**config.mk**
```make
export PLATFORM = sky130hd
export DESIGN_NAME = pwrc_core
export DESIGN_NICKNAME = d
export VERILOG_FILES = /design/src/pwrc_pkg.sv /design/src/pwrc_core.sv /design/src/pwrc_timeout.sv
export VERILOG_INCLUDE_DIRS = /design/src
export SDC_FILE = /design/constraint.sdc
export NUM_CORES = 1
export LEC_CHECK = 0
export ABC_AREA = 1
export BUFFER_PORTS_ARGS = -buffer_cell sky130_fd_sc_hd__buf_2
export CAP_MARGIN = 20
export CORE_ASPECT_RATIO = 0.9
export CORE_MARGIN = 2
export CORE_UTILIZATION = 51
export CTS_BUF_LIST = sky130_fd_sc_hd__clkbuf_16
export DETAILED_ROUTE_END_ITERATION = 7
export PLACE_DENSITY_LB_ADDON = 0.05
export SLEW_MARGIN = 20
export SYNTH_ARGS = -nofsm -noshare
export SYNTH_HDL_FRONTEND = slang
export SYNTH_SLANG_ARGS = --single-unit
```
**constraint.sdc**
```tcl
create_clock -name clk_i -period 1.8 [get_ports clk_i]
set_input_delay 0.54 -clock clk_i [delete_from_list [all_inputs] [get_ports clk_i]]
set_output_delay 0.54 -clock clk_i [all_outputs]
set_load 0.01 [all_outputs]
```
**src/pwrc_regs.svh**
```systemverilog
// Purpose: register map, field positions and timing counts of the power control block
// Assumes: included by bare name, definitions only
// Notes: register indices are word indices; byte address is four times the index
`ifndef PWRC_REGS_SVH
`define PWRC_REGS_SVH

// ----------------------------------------------------------------
// register indices and reset values
// ----------------------------------------------------------------
`define PWRC_IDX_POWER_CONTROL 10'h087
`define PWRC_IDX_STATUS 10'h090
`define PWRC_IDX_SAFETY 10'h091
`define PWRC_POWER_CONTROL_RST 8'h00
`define PWRC_SAFETY_RST 8'h00

// ----------------------------------------------------------------
// field positions
// ----------------------------------------------------------------
`define PWRC_BIT_IDLE 0
`define PWRC_BIT_STOP 1
`define PWRC_FLAGS_LSB 2
`define PWRC_FLAGS_MSB 6
`define PWRC_BIT_WDT_EN 0
`define PWRC_BIT_MCD_EN 1
`define PWRC_BIT_WDT_KICK 2

// ----------------------------------------------------------------
// timing
// ----------------------------------------------------------------
`define PWRC_CLK_PERIOD_NS 20
`define PWRC_MCD_TIMEOUT_US 100
`define PWRC_MCD_CYCLES ((`PWRC_MCD_TIMEOUT_US * 1000) / `PWRC_CLK_PERIOD_NS)
`define PWRC_WDT_CYCLES 65536
`define PWRC_RST_SEQ_CYCLES 16
`define PWRC_RESET_ADDR 16'h0000

`endif

```
**src/pwrc_pkg.sv**
```systemverilog
// Purpose: types shared by the power control block
// Assumes: nothing beyond the register header
// Notes: holds types only, numbers live in the header
package pwrc_pkg;

   // ----------------------------------------------------------------
   // operating modes of the core
   // ----------------------------------------------------------------
   typedef enum logic [1:0] {
      PWRC_RUN,
      PWRC_IDLE,
      PWRC_STOP,
      PWRC_RSEQ
   } pwrc_mode_t;

   // ----------------------------------------------------------------
   // software view of the power control register
   // ----------------------------------------------------------------
   typedef struct packed {
      logic baud_double_select;
      logic [4:0] general_flag;
      logic stop_select;
      logic idle_select;
   } pwrc_pctl_t;

   // clock and reset controls toward the core
   typedef struct packed {
      logic cpu_clk_en;
      logic periph_clk_en;
      logic osc_run;
      logic cpu_rst;
   } pwrc_ctl_t;

endpackage

```
**src/pwrc_core.sv**
```systemverilog
// Purpose: idle and stop power modes of the processor core
// Assumes: classic Wishbone slave, 32-bit data, one clock clk_i at 50 MHz
// Notes: core clock gating, oscillator run and reset sequencing come from here
// ----------------------------------------------------------------
// How it works
// idle gates the core clock only; peripheral clock and oscillator keep running
// stop gates core, peripherals and oscillator; only the clock detector stays alive
// idle select write enters idle when the writing instruction completes
// idle holds state: core clock gated, no register changes by this block
// idle ends on an enabled interrupt or on the external reset pin
// interrupt wake clears the idle select bit and restarts the core clock
// core services the interrupt then returns after the idle-setting instruction
// reset ending idle runs reset sequence, fetch restarts at address zero
// software follows the idle write with an instruction of two bytes or more
// enabled watchdog keeps counting in idle and resets the device on timeout
// stop select write enters stop when the writing instruction completes
// software shuts analog peripherals down before setting stop select
// stop ends only by internal or external reset, then reset sequence
// enabled missing clock detector resets out of stop after its timeout
// idle and stop select bits always read back as zero
// five general flags are free read/write storage with no effect
// idle and stop set together are taken as a stop request
// ----------------------------------------------------------------
//
// The Wishbone register port was chosen for this implementation.
`include "pwrc_regs.svh"

module pwrc_core
   import pwrc_pkg::*;
#(
   parameter int MCD_CYCLES = `PWRC_MCD_CYCLES,
   parameter int WDT_CYCLES = `PWRC_WDT_CYCLES,
   parameter int RST_CYCLES = `PWRC_RST_SEQ_CYCLES
) (
   // clock and reset
   input wire logic clk_i,
   input wire logic rst_i,
   // wishbone slave
   input wire logic cyc_i,
   input wire logic stb_i,
   input wire logic we_i,
   input wire logic [11:0] adr_i,
   input wire logic [3:0] sel_i,
   input wire logic [31:0] dat_i,
   output logic [31:0] dat_o,
   output logic ack_o,
   // core side
   input wire logic instr_done_i,
   input wire logic irq_i,
   // pins
   input wire logic rst_pin_n_i,
   input wire logic osc_tick_i,
   // clock and reset controls
   output pwrc_ctl_t ctl_o,
   output logic [15:0] reset_addr_o
);

   // refused at elaboration: the sequence counter is only eight bits wide
   if (RST_CYCLES < 1 || RST_CYCLES > 255) begin
      $error("pwrc_core: RST_CYCLES out of range 1..255");
   end

   // ----------------------------------------------------------------
   // declarations
   // ----------------------------------------------------------------
   pwrc_mode_t mode_r;
   pwrc_pctl_t pctl_r;
   logic idle_req_r;
   logic stop_req_r;
   logic wdt_en_r;
   logic mcd_en_r;
   logic ack_r;
   logic [31:0] dat_r;
   logic [7:0] seq_r;
   logic [1:0] cause_r;
   logic pin_s1_r;
   logic pin_s2_r;
   logic osc_s1_r;
   logic osc_s2_r;
   logic osc_s3_r;
   logic wb_hit;
   logic wb_wr;
   logic [9:0] wb_idx;
   logic pin_rst;
   logic wdt_kick;
   logic wdt_exp;
   logic mcd_exp;
   logic int_rst;

   function automatic logic idx_is(input logic [9:0] idx, input logic [9:0] want);
      idx_is = (idx == want);
   endfunction

   // ----------------------------------------------------------------
   // pin synchronisers
   // ----------------------------------------------------------------
   // reset pin and oscillator tick come from outside the clock domain
   always_ff @(posedge clk_i) begin
      if (rst_i) begin
         pin_s1_r <= 1'b1;
         pin_s2_r <= 1'b1;
      end else begin
         pin_s1_r <= rst_pin_n_i;
         pin_s2_r <= pin_s1_r;
      end
   end

   always_ff @(posedge clk_i) begin
      if (rst_i) begin
         osc_s1_r <= 1'b0;
         osc_s2_r <= 1'b0;
         osc_s3_r <= 1'b0;
      end else begin
         osc_s1_r <= osc_tick_i;
         osc_s2_r <= osc_s1_r;
         osc_s3_r <= osc_s2_r;
      end
   end

   assign pin_rst = !pin_s2_r;

   // ----------------------------------------------------------------
   // wishbone decode
   // ----------------------------------------------------------------
   // one word per register; the word index sits above the byte lanes
   assign wb_idx = adr_i[11:2];
   assign wb_hit = cyc_i && stb_i && !ack_r;
   assign wb_wr = wb_hit && we_i && sel_i[0];
   assign wdt_kick = wb_wr && idx_is(wb_idx, `PWRC_IDX_SAFETY) && dat_i[`PWRC_BIT_WDT_KICK];

   // ack one cycle after the strobe, dropped the cycle after
   always_ff @(posedge clk_i) begin
      if (rst_i) begin
         ack_r <= 1'b0;
      end else begin
         ack_r <= wb_hit;
      end
   end

   // read data; unmapped words answer zero
   always_ff @(posedge clk_i) begin
      if (rst_i) begin
         dat_r <= '0;
      end else if (wb_hit && !we_i) begin
         dat_r <= '0;
         if (idx_is(wb_idx, `PWRC_IDX_POWER_CONTROL)) begin
            dat_r[`PWRC_FLAGS_MSB:`PWRC_FLAGS_LSB] <= pctl_r.general_flag;
            dat_r[`PWRC_BIT_STOP] <= 1'b0;
            dat_r[`PWRC_BIT_IDLE] <= 1'b0;
         end else if (idx_is(wb_idx, `PWRC_IDX_STATUS)) begin
            dat_r[1:0] <= mode_r;
            dat_r[2] <= idle_req_r;
            dat_r[3] <= stop_req_r;
            dat_r[5:4] <= cause_r;
         end else if (idx_is(wb_idx, `PWRC_IDX_SAFETY)) begin
            dat_r[`PWRC_BIT_WDT_EN] <= wdt_en_r;
            dat_r[`PWRC_BIT_MCD_EN] <= mcd_en_r;
         end
      end
   end

   assign dat_o = dat_r;
   assign ack_o = ack_r;

   // ----------------------------------------------------------------
   // reset sources
   // ----------------------------------------------------------------
   // watchdog is a timer, so it sleeps in stop
   pwrc_timeout #(
      .CYCLES(WDT_CYCLES)
   ) u_wdt (
      .clk_i(clk_i),
      .rst_i(rst_i),
      .run_i(wdt_en_r && mode_r != PWRC_STOP && mode_r != PWRC_RSEQ),
      .clear_i(wdt_kick),
      .expire_o(wdt_exp)
   );

   // detector restarts on every oscillator edge; no edges in stop
   pwrc_timeout #(
      .CYCLES(MCD_CYCLES)
   ) u_mcd (
      .clk_i(clk_i),
      .rst_i(rst_i),
      .run_i(mcd_en_r && mode_r != PWRC_RSEQ),
      .clear_i(osc_s2_r != osc_s3_r),
      .expire_o(mcd_exp)
   );

   assign int_rst = pin_rst || wdt_exp || mcd_exp;

   // last reset cause: 1 pin, 2 watchdog, 3 clock detector
   always_ff @(posedge clk_i) begin
      if (rst_i) begin
         cause_r <= 2'h0;
      end else if (pin_rst) begin
         cause_r <= 2'h1;
      end else if (wdt_exp) begin
         cause_r <= 2'h2;
      end else if (mcd_exp) begin
         cause_r <= 2'h3;
      end
   end

   // ----------------------------------------------------------------
   // power control and safety registers
   // ----------------------------------------------------------------
   // the device reset clears everything the reset sequence would
   always_ff @(posedge clk_i) begin
      if (rst_i || int_rst) begin
         pctl_r <= `PWRC_POWER_CONTROL_RST;
      end else if (wb_wr && idx_is(wb_idx, `PWRC_IDX_POWER_CONTROL)) begin
         pctl_r.general_flag <= dat_i[`PWRC_FLAGS_MSB:`PWRC_FLAGS_LSB];
      end
   end

   // enables survive internal resets so the detector stays armed
   always_ff @(posedge clk_i) begin
      if (rst_i) begin
         wdt_en_r <= 1'b0;
         mcd_en_r <= 1'b0;
      end else if (wb_wr && idx_is(wb_idx, `PWRC_IDX_SAFETY)) begin
         wdt_en_r <= dat_i[`PWRC_BIT_WDT_EN];
         mcd_en_r <= dat_i[`PWRC_BIT_MCD_EN];
      end
   end

   // mode requests wait for the writing instruction to complete
   always_ff @(posedge clk_i) begin
      if (rst_i || int_rst) begin
         idle_req_r <= 1'b0;
         stop_req_r <= 1'b0;
      end else if (wb_wr && idx_is(wb_idx, `PWRC_IDX_POWER_CONTROL)) begin
         stop_req_r <= dat_i[`PWRC_BIT_STOP];
         idle_req_r <= dat_i[`PWRC_BIT_IDLE] && !dat_i[`PWRC_BIT_STOP];
      end else if (mode_r == PWRC_IDLE && irq_i) begin
         idle_req_r <= 1'b0;
      end else if (instr_done_i && mode_r == PWRC_RUN) begin
         stop_req_r <= 1'b0;
      end
   end

   // ----------------------------------------------------------------
   // mode sequencer
   // ----------------------------------------------------------------
   // any reset wins over every other transition
   always_ff @(posedge clk_i) begin
      if (rst_i || int_rst) begin
         mode_r <= PWRC_RSEQ;
      end else begin
         case (mode_r)
            PWRC_RUN: begin
               if (instr_done_i && stop_req_r) begin
                  mode_r <= PWRC_STOP;
               end else if (instr_done_i && idle_req_r) begin
                  mode_r <= PWRC_IDLE;
               end
            end
            PWRC_IDLE: begin
               // core resumes and takes the pending interrupt first
               if (irq_i) begin
                  mode_r <= PWRC_RUN;
               end
            end
            PWRC_STOP: begin
               mode_r <= PWRC_STOP;
            end
            PWRC_RSEQ: begin
               if (seq_r == 8'(RST_CYCLES - 1)) begin
                  mode_r <= PWRC_RUN;
               end
            end
            default: begin
               mode_r <= PWRC_RSEQ;
            end
         endcase
      end
   end

   // reset sequence length counter
   always_ff @(posedge clk_i) begin
      if (rst_i || int_rst || mode_r != PWRC_RSEQ) begin
         seq_r <= 8'h00;
      end else begin
         seq_r <= seq_r + 8'h01;
      end
   end

   // ----------------------------------------------------------------
   // clock and reset controls
   // ----------------------------------------------------------------
   // gating only: core state is frozen, not cleared, while idle
   always_comb begin
      ctl_o.cpu_clk_en = (mode_r == PWRC_RUN);
      ctl_o.periph_clk_en = (mode_r != PWRC_STOP);
      ctl_o.osc_run = (mode_r != PWRC_STOP);
      ctl_o.cpu_rst = (mode_r == PWRC_RSEQ);
   end

   // fetch address after the reset sequence
   always_ff @(posedge clk_i) begin
      reset_addr_o <= `PWRC_RESET_ADDR;
   end
endmodule

```
**src/pwrc_timeout.sv**
```systemverilog
// Purpose: timeout counter shared by the watchdog and missing clock detector
// Assumes: synchronous active-high reset on clk_i
// Notes: expire_o pulses once when CYCLES enabled cycles pass without clear
module pwrc_timeout #(
   parameter int CYCLES = 16
) (
   // clock and reset
   input wire logic clk_i,
   input wire logic rst_i,
   // control
   input wire logic run_i,
   input wire logic clear_i,
   // result
   output logic expire_o
);
   localparam int W = $clog2(CYCLES + 1);

   logic [W-1:0] cnt_r;

   // refused at elaboration: a zero interval cannot be counted
   if (CYCLES < 1) begin
      $error("pwrc_timeout: CYCLES must be at least 1");
   end

   // count while running; clear and stop both restart the interval
   always_ff @(posedge clk_i) begin
      if (rst_i || clear_i || !run_i) begin
         cnt_r <= '0;
      end else if (cnt_r != W'(CYCLES)) begin
         cnt_r <= cnt_r + W'(1);
      end
   end

   // one pulse on reaching the terminal count
   always_ff @(posedge clk_i) begin
      if (rst_i) begin
         expire_o <= 1'b0;
      end else begin
         expire_o <= run_i && !clear_i && (cnt_r == W'(CYCLES - 1));
      end
   end

endmodule
```
==> results of run 1 <==
-- kinds of logic (layout without fill, tap and decap cells) --
| group | Yosys count | count (layout) |
|---|---|---|
| AND/OR/NAND/NOR | 257 | 257 |
| XOR/XNOR | 7 | 7 |
| adder cells (fa/ha/maj) | 6 | 6 |
| AO/OA/AOI/OAI | 53 | 53 |
| other | 1 | 41 |
| buffers and inverters | 124 | 143 |
| flip-flops | 66 | 66 |
-- synth_stat cells, types with 2 or more instances --
cell type	number	share of area (%)
nor2_1	90	9.6
nand4_1	14	2.5
ha_1	6	2.1
inv_1	66	7.0
or2_2	3	0.53
a21oi_1	22	3.1
o21ai_1	6	0.85
o21ai_0	22	3.1
inv_2	13	1.4
nor2_4	3	0.96
nand3_1	33	4.7
nor3_1	13	1.8
nand2_1	87	9.3
nand2_2	2	0.36
buf_4	42	9.0
xor2_1	6	1.5
dfxtp_1	66	38
nor2_2	5	0.89
-- critical path, cell delays in order (launching register included) --
cell,delay (ns)
dfxtp_2,0.36
inv_2,0.06
or2_2,0.29
buf_2,0.15
-- what timing repair did --
item                       CTS  global route
hold buffers                 0             0
setup endpoints to repair    0             3
gates resized for setup      0             2
-- per-stage QoR --
stage               cells  utilization [%]  cell area, um^2  hold WS, ns
global placement      647             56.0             3710        0.397
CTS                   663             60.6             4010        0.392
global route          663             60.7             4020        0.392
detailed placement    647             56.0             3710        0.400
finish                663             60.7             4020        0.399
floorplan             554                -             3670        0.388
-- power by group through the flow --
| stage | sequential, mW | combinational (mW) | clock (mW) |
|---|---|---|---|
| detailed placement | 1.59 | 0.382 | 0 |
| finish | 1.56 | 0.381 | 1.76 |
| CTS | 1.56 | 0.384 | 1.80 |
| floorplan | 1.58 | 0.332 | 0 |
| global placement | 1.59 | 0.378 | 0 |
| global route | 1.57 | 0.435 | 1.86 |
-- final cells by class --
type	count	share of cell area, %
Inverter	79	7.38
Tap cell	90	2.80
Clock inverter	7	1.90
Clock buffer	9	5.60
Multi-Input combinational cell	364	42.8
Timing Repair Buffer	48	6.60
Sequential cell	66	32.9
-- state kept, by name, summed over array words and instances (netlist names), 2 cells and up --
signal	count
pctl_r	5
mode_r	2
u_mcd.cnt_r	13
cause_r	2
dat_o	7
seq_r	8
u_wdt.cnt_r	17
-- worst max-delay path by stage --
stage / slack (ns) / end
3_5_place_dp: 0.10 / u_wdt.cnt_r[16]$_SDFFE_PP0P_
2_1_floorplan: 0.20 / u_wdt.cnt_r[16]$_SDFFE_PP0P_
5_1_grt: -0.02 / u_wdt.cnt_r[16]$_SDFFE_PP0P_
4_1_cts: 0.01 / ctl_o[2]
6_report: 0.08 / ctl_o[1]
3_3_place_gp: 0.09 / stop_req_r$_SDFFE_PP0P_
-- per-layer routing --
layer	wire length, um	up-vias	part of all wire (%)
met5	0	-	0
met4	102	0	1.5
met3	315	8	4.7
met2	3100	60	46
met1	3230	1330	48
li1	-	1641	-
==> results.md, run 1 <==
* Status: completed
* Antenna violations before repair at 0
* Final setup violation count at 0
* Most common cell after layout, fill and taps aside: nor2_1
* Sequential standard cell area at 1320 um^2
* Multiplexer share of the synthesized area at 0%
* Die Area at 7580 um^2
* Ant diodes at 0
* Clock latency on the worst-skew pair at 0.33 ns
* Seq pwr share at 42.1%
* Area of the multi-input gates at 1720 um^2
* Nets at 631
* Pins Over Slew Limit at 0
* R2r setup slk at 0.11 ns
* Wire per inst at 10.2 um
* Post-CTS Setup Inserts at 0
* H-tree depth at 3
* CTS clk-pin slew, worst paths at 0.06 ns
* Setup TNS Final at 0 ns
* Inserted Clock Buffers at 9
* Fin crit period at 1.72 ns
* Worst EP arrival at 1.18 ns
* # DRC at 0
* Io pins at 110
* Total internal power at 2.73 mW
* GRT met2 Usage at 33.8%
* Static Leakage at 1.72 nW
* Layout cells sized above 1 at 16.8%
* Most frequent cells in the layout: nor2_1, nand2_1, inv_1
* Clock sink total at 66
* Largest net degree at the start of global routing at 14
* Root cell of the clock tree: clkbuf_16
* Async SR Flop Fraction at 0%
* Post-Syn Area at 3520 um^2
* Global Route Usage Sum at 19.1%
* Global-route wire length before repair at 11.5 mm
* NetSw at 972 uW
* Met3 usage at 5.69%
* Final GP Congestion at 0.836
* PortBufs at 38
* Cell count after synthesis at 514
* Pre-CTS setup slack at 0.101 ns
* Initial core utilization at 53.1%
* FILL cells at 649
* Achievable Freq at 581 MHz
* Total Wirelength at 6.76 mm
* Critical path type: reg2out
* R2r worst-path depth at 8
* TritonRoute pass-1 iters at 6
* Worst Path Required at 1.26 ns
* Clk pwr share at 47.6%
* Syn avg cell area at 6.85 um^2
* Hold path startpoint: rst_pin_n_i
* Met1 usage at 22.6%
* Rows at 28
* Sequential area share after synthesis at 37.6%
* Synth Area in Simple Gates at 32.7%
* Combinational share of power at 10.3%
* Most used DFF post-synth: dfxtp_1
* Final Power at 3.70 mW
* Die X at 91.6 um
* Post-synthesis adder-cell area fraction at 2.13%
* Setup ws final at 0.0783 ns
* GRT busiest layer: met2
* Ys Warns at 0
* Max Fanout on Critical Path at 4
* Max VDD drop at 0.653 mV
* Maxcap violations at 0
* Synth Area in XOR/XNOR at 1.74%
* FF-to-FF End: u_wdt.cnt_r[16]$_SDFFE_PP0P_
* Yosys reg bits at 66
* Main combinational cell family by area after synthesis: simple AND/OR/NAND/NOR gates
* Clk_skew at 0.00610 ns
* CTS tree: built
* CP startpoint: mode_r[1]$_SDFFE_PP1P_
* Startpoint types: register
* Syn-to-layout area delta at 14.2%
* Reg2Reg Launch Point: u_wdt.cnt_r[0]$_SDFFE_PP0P_
* DRT antenna net count at 0
* Sw Share at 26.3%
* GR Overflow Total at 0
* Final Hold Viols at 0
* Hold Path End: pin_s1_r$_SDFF_PP1_
* Post-synth EDFFs at 0
* Vias at 3039
* Core Footprint at 6620 um^2
* Crit end category: output pin
* Height of the die at 82.8 um
* Hold path depth at 2
* Post-DP HPWL at 5.14 mm
* Vias in the first global route at 2711
* DR iter-0 viols at 82
* Hold Crit Class: in2reg
* Distinct cells, synth at 33
* Clock Path Buffers at 2
* Vias per cell at 4.58
* PD cells at 921 nW/um^2
* Post-synthesis compound-gate area fraction at 7.82%
* Final critical-path share of the clock period at 95.6%
No activity file was read; power rests on OpenSTA's default activity.
==> run 2, diff against run 1 <==
Settings changed: CAP_MARGIN 20 to default, CORE_UTILIZATION 51 to 46, HOLD_SLACK_MARGIN from default to 0.06.
Clock period 1.8 ns to 1.4 ns, I/O delays scaled along.
==> results.md, run 2 (synthesis results as in run 1) <==
* Status: finished with violations
* Violated checks: negative setup slack
* Layout cells sized above 1 at 27.2%
* Nets at 675
* CP max stage delay at 0.36 ns
* Global-route wire length before repair at 12.9 mm
* Critical path type: reg2out
* Max Fanout on Critical Path at 3
* CTS tree: built
* Pins Over Slew Limit at 0
* Startpoint types: register
* Hold Crit Class: in2reg
* GRT met2 Usage at 34.8%
* Seq pwr share at 40.8%
* Largest registers: u_wdt.cnt_r: 17 flops, u_mcd.cnt_r: 13 flops, seq_r: 8 flops
* CTS clk-pin slew, worst paths at 0.06 ns
* RSZ-0062 raised after global routing: true
* H-tree depth at 3
* Height of the die at 87.0 um
* Ant diodes at 0
* Total Wirelength at 7.91 mm
* TritonRoute pass-1 iters at 4
* Max VDD drop at 0.631 mV
* Sw Share at 27.6%
* Pre-CTS setup slack at -0.157 ns
* Total internal power at 3.57 mW
* Io pins at 110
* Biggest register: u_wdt.cnt_r
* Clock sink total at 66
* CP max-delay cell: dfxtp_2
* Die Area at 8370 um^2
* Wire per inst at 11.1 um
* Fin crit period at 1.52 ns
* Static Leakage at 1.98 nW
* Clk_skew at 0.00801 ns
* Achievable Freq at 658 MHz
* Met3 usage at 3.72%
* Inserted Clock Buffers at 9
* Largest net degree at the start of global routing at 14
* Final Hold Viols at 0
* Antenna violations before repair at 0
* Combinational share of power at 16.9%
* DR iter-0 viols at 102
* Vias in the first global route at 2983
* Rows at 30
* Max FFs per register at 17
* PortBufs at 38
* Crit path cell chain: inv_2, or2_4, buf_6
* Worst Path Required at 0.98 ns
* Clk pwr share at 42.4%
* Setup ws final at -0.120 ns
* DRT antenna net count at 0
* Vias at 3266
* Die X at 96.2 um
* Most common cell after layout, fill and taps aside: nor2_1
* GRT busiest layer: met2
* CP delay by family, top: flip-flops
* NetSw at 1.36 mW
* Met1 usage at 23.6%
* GR Overflow Total at 0
* Final critical-path share of the clock period at 109%
* Clock latency on the worst-skew pair at 0.33 ns
* Root cell of the clock tree: clkbuf_16
* # DRC at 0
* Final GP Congestion at 0.807
* Crit end category: output pin
* Post-DP HPWL at 5.67 mm
* Worst EP arrival at 1.10 ns
* Maxcap violations at 0
* Final setup violation count at 7
* Util after Layout at 60.7%
* Crit path buffers/inverters at 2
* Initial core utilization at 47.1%
* Core Footprint at 7470 um^2
* Clock Path Buffers at 2
* Most frequent cells in the layout: nor2_1, nand2_1, inv_1
* Vias per cell at 4.58
* Global Route Usage Sum at 19.7%
* PD cells at 1090 nW/um^2
* Syn-to-layout area delta at 28.8%
run 2: cell types whose count changed in the layout (fill, tap and decap cells not counted), sizes merged:
cell    before  now
buf         48   91
bufinv       1    0
nand2       90   91
clkinv       2    3
run 2: timing repair:
item                       CTS  global route
setup endpoints to repair    6            37
setup buffers                3             4
gates cloned                 0             1
gates resized for setup     18            40
hold buffers                 0             0
pin swaps                    2            10
run 2: worst paths after layout:
check                                                  from                     endpoint  slack [ns]  cells past startpoint
worst max-delay path                 mode_r[1]$_SDFFE_PP1P_                     ctl_o[1]       -0.12                      3
worst max register to register  u_wdt.cnt_r[0]$_SDFFE_PP0P_  u_wdt.cnt_r[1]$_SDFFE_PP0P_       -0.06                     11
worst min register to register          osc_s1_r$_SDFF_PP0_          osc_s2_r$_SDFF_PP0_        0.41                      2
worst min-delay path                            rst_pin_n_i          pin_s1_r$_SDFF_PP1_        0.27                      2
run 2: area by class of cell:
class | count | area [um^2]
clock buffer | 9 | 225
clock inverter | 7 | 51.3
fill | 727 | 2940
inverter | 79 | 304
multi-input combinational | 365 | 1870
sequential | 66 | 1330
tap | 96 | 120
timing repair buffer | 91 | 632
run 2: per-layer routing:
layer  vias to the layer above  share of wire (%)  wire [um]
li1                       1737                  -          -
met1                      1450                 44       3440
met2                        69                 51       4000
met3                        10                4.6        367
met4                         0                1.3        105
met5                         -                  0          0
run 2: power groups by stage:
stage               registers [mW]  logic [mW]  clock network (mW)
global route                  2.01       0.925                2.21
global placement              2.04       0.528                   0
CTS                           2.01       0.644                2.14
detailed placement            2.04       0.539                   0
finish                        2.01       0.830                2.09
floorplan                     2.03       0.427                   0
run 2: through the flow:
step | instances | cell area (um^2) | power [mW] | setup TNS (ns) | hold WS, ns
after floorplan | 554 | 3670 | 2.46 | -0.177 | 0.388
after global placement | 689 | 3990 | 2.57 | -2.99 | 0.396
after detailed placement | 689 | 3990 | 2.58 | -3.48 | 0.396
after CTS | 708 | 4350 | 4.80 | -0.459 | 0.272
after global routing | 713 | 4530 | 5.15 | -1.18 | 0.277
final | 713 | 4530 | 4.92 | -0.463 | 0.274
==> run 3, diff against run 2 <==
Settings changed: ABC_AREA 1 to default, CORE_UTILIZATION 46 to 45.
==> results.md, run 3 <==
* Reg2Reg Launch Point: u_wdt.cnt_r[0]$_SDFFE_PP0P_
* Hold Crit Class: in2reg
* Critical path type: in2reg
* H-tree depth at 3
* Final hold slack at 0.275 ns
* Io pins at 110
* Distinct cells, synth at 43
* CTS clk-pin slew, worst paths at 0.05 ns
* Inserted Clock Buffers at 9
* Clk pwr share at 47.2%
* # DRC at 0
* Combinational share of power at 5.5%
* Final Hold Viols at 0
* Status: finished with violations
* Vias per cell at 4.72
* Clock latency on the worst-skew pair at 0.32 ns
* Worst Path Required at 1.60 ns
* CP startpoint: adr_i[11]
* PortBufs at 38
* RSZ-0062 raised after global routing: true
* Largest net degree at the start of global routing at 19
* Nets at 544
* DRT antenna net count at 0
* Total internal power at 3.14 mW
* Post-Syn Area at 3240 um^2
* Final Power at 4.03 mW
* Worst EP arrival at 1.87 ns
* Height of the die at 84.5 um
* Final GP Congestion at 0.845
* Violated checks: negative setup slack
* Biggest register: u_wdt.cnt_r
* Die Area at 7900 um^2
* Antenna violations before repair at 0
* Area contributors post-synth: dfxtp_1, buf_4, xnor2_1, nor2_1, nand3_1
* Max Fanout on Critical Path at 7
* Achievable Freq at 599 MHz
* Most used DFF post-synth: dfxtp_1
* Sequential area share after synthesis at 40.7%
* Post-synth top cells: dfxtp_1, nor2_1, buf_4
* Pins Over Slew Limit at 0
* CTS tree: built
* Seq pwr share at 47.3%
* Post-synth EDFFs at 0
* Hold path startpoint: rst_pin_n_i
* Wire per inst at 11.6 um
* Most common cell after layout, fill and taps aside: dfxtp_1
* Fin crit period at 1.67 ns
* Largest registers: u_wdt.cnt_r: 17 flops, u_mcd.cnt_r: 13 flops, seq_r: 8 flops
* Async SR Flop Fraction at 0%
* Finished Cell Area at 4360 um^2
* Maxcap violations at 0
* Core Footprint at 7000 um^2
* Total Wirelength at 6.71 mm
* Syn avg cell area at 8.42 um^2
* Rows at 29
* Layout cells sized above 1 at 33.6%
* Setup ws final at -0.271 ns
* Vias at 2730
* PD cells at 925 nW/um^2
* Ys Warns at 0
* Global-route wire length before repair at 11.2 mm
* NetSw at 894 uW
* Clock Path Buffers at 2
* DR iter-0 viols at 103
* Initial core utilization at 46.3%
* Sw Share at 22.2%
* Root cell of the clock tree: clkbuf_16
* Final setup violation count at 49
* Ant diodes at 0
* DP Cell Count at 557
* Max FFs per register at 17
* Die X at 93.5 um
* Cell count after synthesis at 385
* TritonRoute pass-1 iters at 4
* Most frequent cells in the layout: dfxtp_1, buf_4, nor2_1
* Vias in the first global route at 2515
* Post-synth top area cell: dfxtp_1
* Cts hold-fix bufs at 0
* Clk_skew at 0.00698 ns
* Yosys top cell area share at 40.7%
* Post-DP HPWL at 4.88 mm
* Yosys reg bits at 66
* GR Overflow Total at 0
* Startpoint types: input pin
* Static Leakage at 1.65 nW
* Setup TNS Final at -6.07 ns
* Max VDD drop at 0.703 mV
* Clock sink total at 66
* Crit end category: register
* Placed cell areas at 3760 um^2
* Syn-to-layout area delta at 34.3%
* Final critical-path share of the clock period at 119%
* Most frequent cell after synthesis: dfxtp_1
* Global Route Usage Sum at 17.8%
* Layout Cells excl Fill at 578
## run 3: changes by cell type in the layout (fill, tap and decap cells not counted), moves of 6 or more
| cell | change |
|---|---|
| nor4_2 | +6 |
| inv_1 | -48 |
| nand2_1 | -57 |
| xnor2_1 | +22 |
| nor2_1 | -45 |
| nand3_1 | -10 |
| buf_6 | +6 |
| o21ai_0 | -13 |
| inv_2 | -13 |
## run 3: final timing paths
kind | endpoint | slack (ns) | cells after the start
max | stop_req_r$_SDFFE_PP0P_ | -0.27 | 5
min | pin_s1_r$_SDFF_PP1_ | 0.28 | 2
max reg2reg | u_wdt.cnt_r[16]$_SDFFE_PP0P_ | -0.08 | 7
min reg2reg | pin_s2_r$_SDFF_PP1_ | 0.41 | 1
## run 3: timing repair
action | 4_1_cts | 5_1_grt
pin swaps | 9 | 17
buffers inserted | 5 | 1
gates resized for setup | 34 | 40
setup endpoints to repair | 40 | 52
## run 3: kinds of logic (layout without fill, tap and decap cells)
family / count (synthesis) / count (layout) / share of synthesized area [%]
muxes: 2 / 2 / 0.617
DFF: 66 / 66 / 40.7
buffers and inverters: 68 / 128 / 13.0
xor gates and xnor gates: 32 / 32 / 8.64
adders and majority gates: 6 / 6 / 2.31
and+or+nand+nor: 168 / 168 / 26.9
other: 1 / 41 / 0.116
AOI/OAI and AO/OA: 42 / 42 / 7.68
## run 3: final cells by class
type	instances	area, um^2
clock buffers	9	225
inverters	15	56.3
well taps	93	116
flip-flops and latches	66	1330
multi-input cells	291	1880
clock inverters	6	25.0
repair buffers	98	722
fillers	638	2650
## run 3: power groups by stage
stage / clock (mW) / combinational, mW / sequential, mW
floorplan: 0 / 0.199 / 1.95
global placement: 0 / 0.207 / 1.95
detailed placement: 0 / 0.210 / 1.95
CTS: 1.96 / 0.215 / 1.91
global route: 2.05 / 0.248 / 1.91
finish: 1.90 / 0.221 / 1.91
## run 3: stage by stage
step                worst slack [ns]  utilization [%]
floorplan                     -0.552                -
global placement              -0.690             53.7
detailed placement            -0.721             53.7
CTS                           -0.259             59.7
global route                  -0.299             62.2
finish                        -0.271             62.2
## run 3: layer usage
layer	vias up	wire length (um)	track usage, %	share of wire [%]
li1	1423	-	-	-
met1	1236	3300	23.9	49
met2	62	3030	27.6	45
met3	9	284	4.76	4.2
met4	0	93	6.55	1.4
met5	-	0	0	0
## run 3: worst max-delay path, stage by stage
cell and delay (ns):
buf_6 0.09, or4_4 0.53, or4_4 0.56, o211ai_1 0.19, a21oi_1 0.09
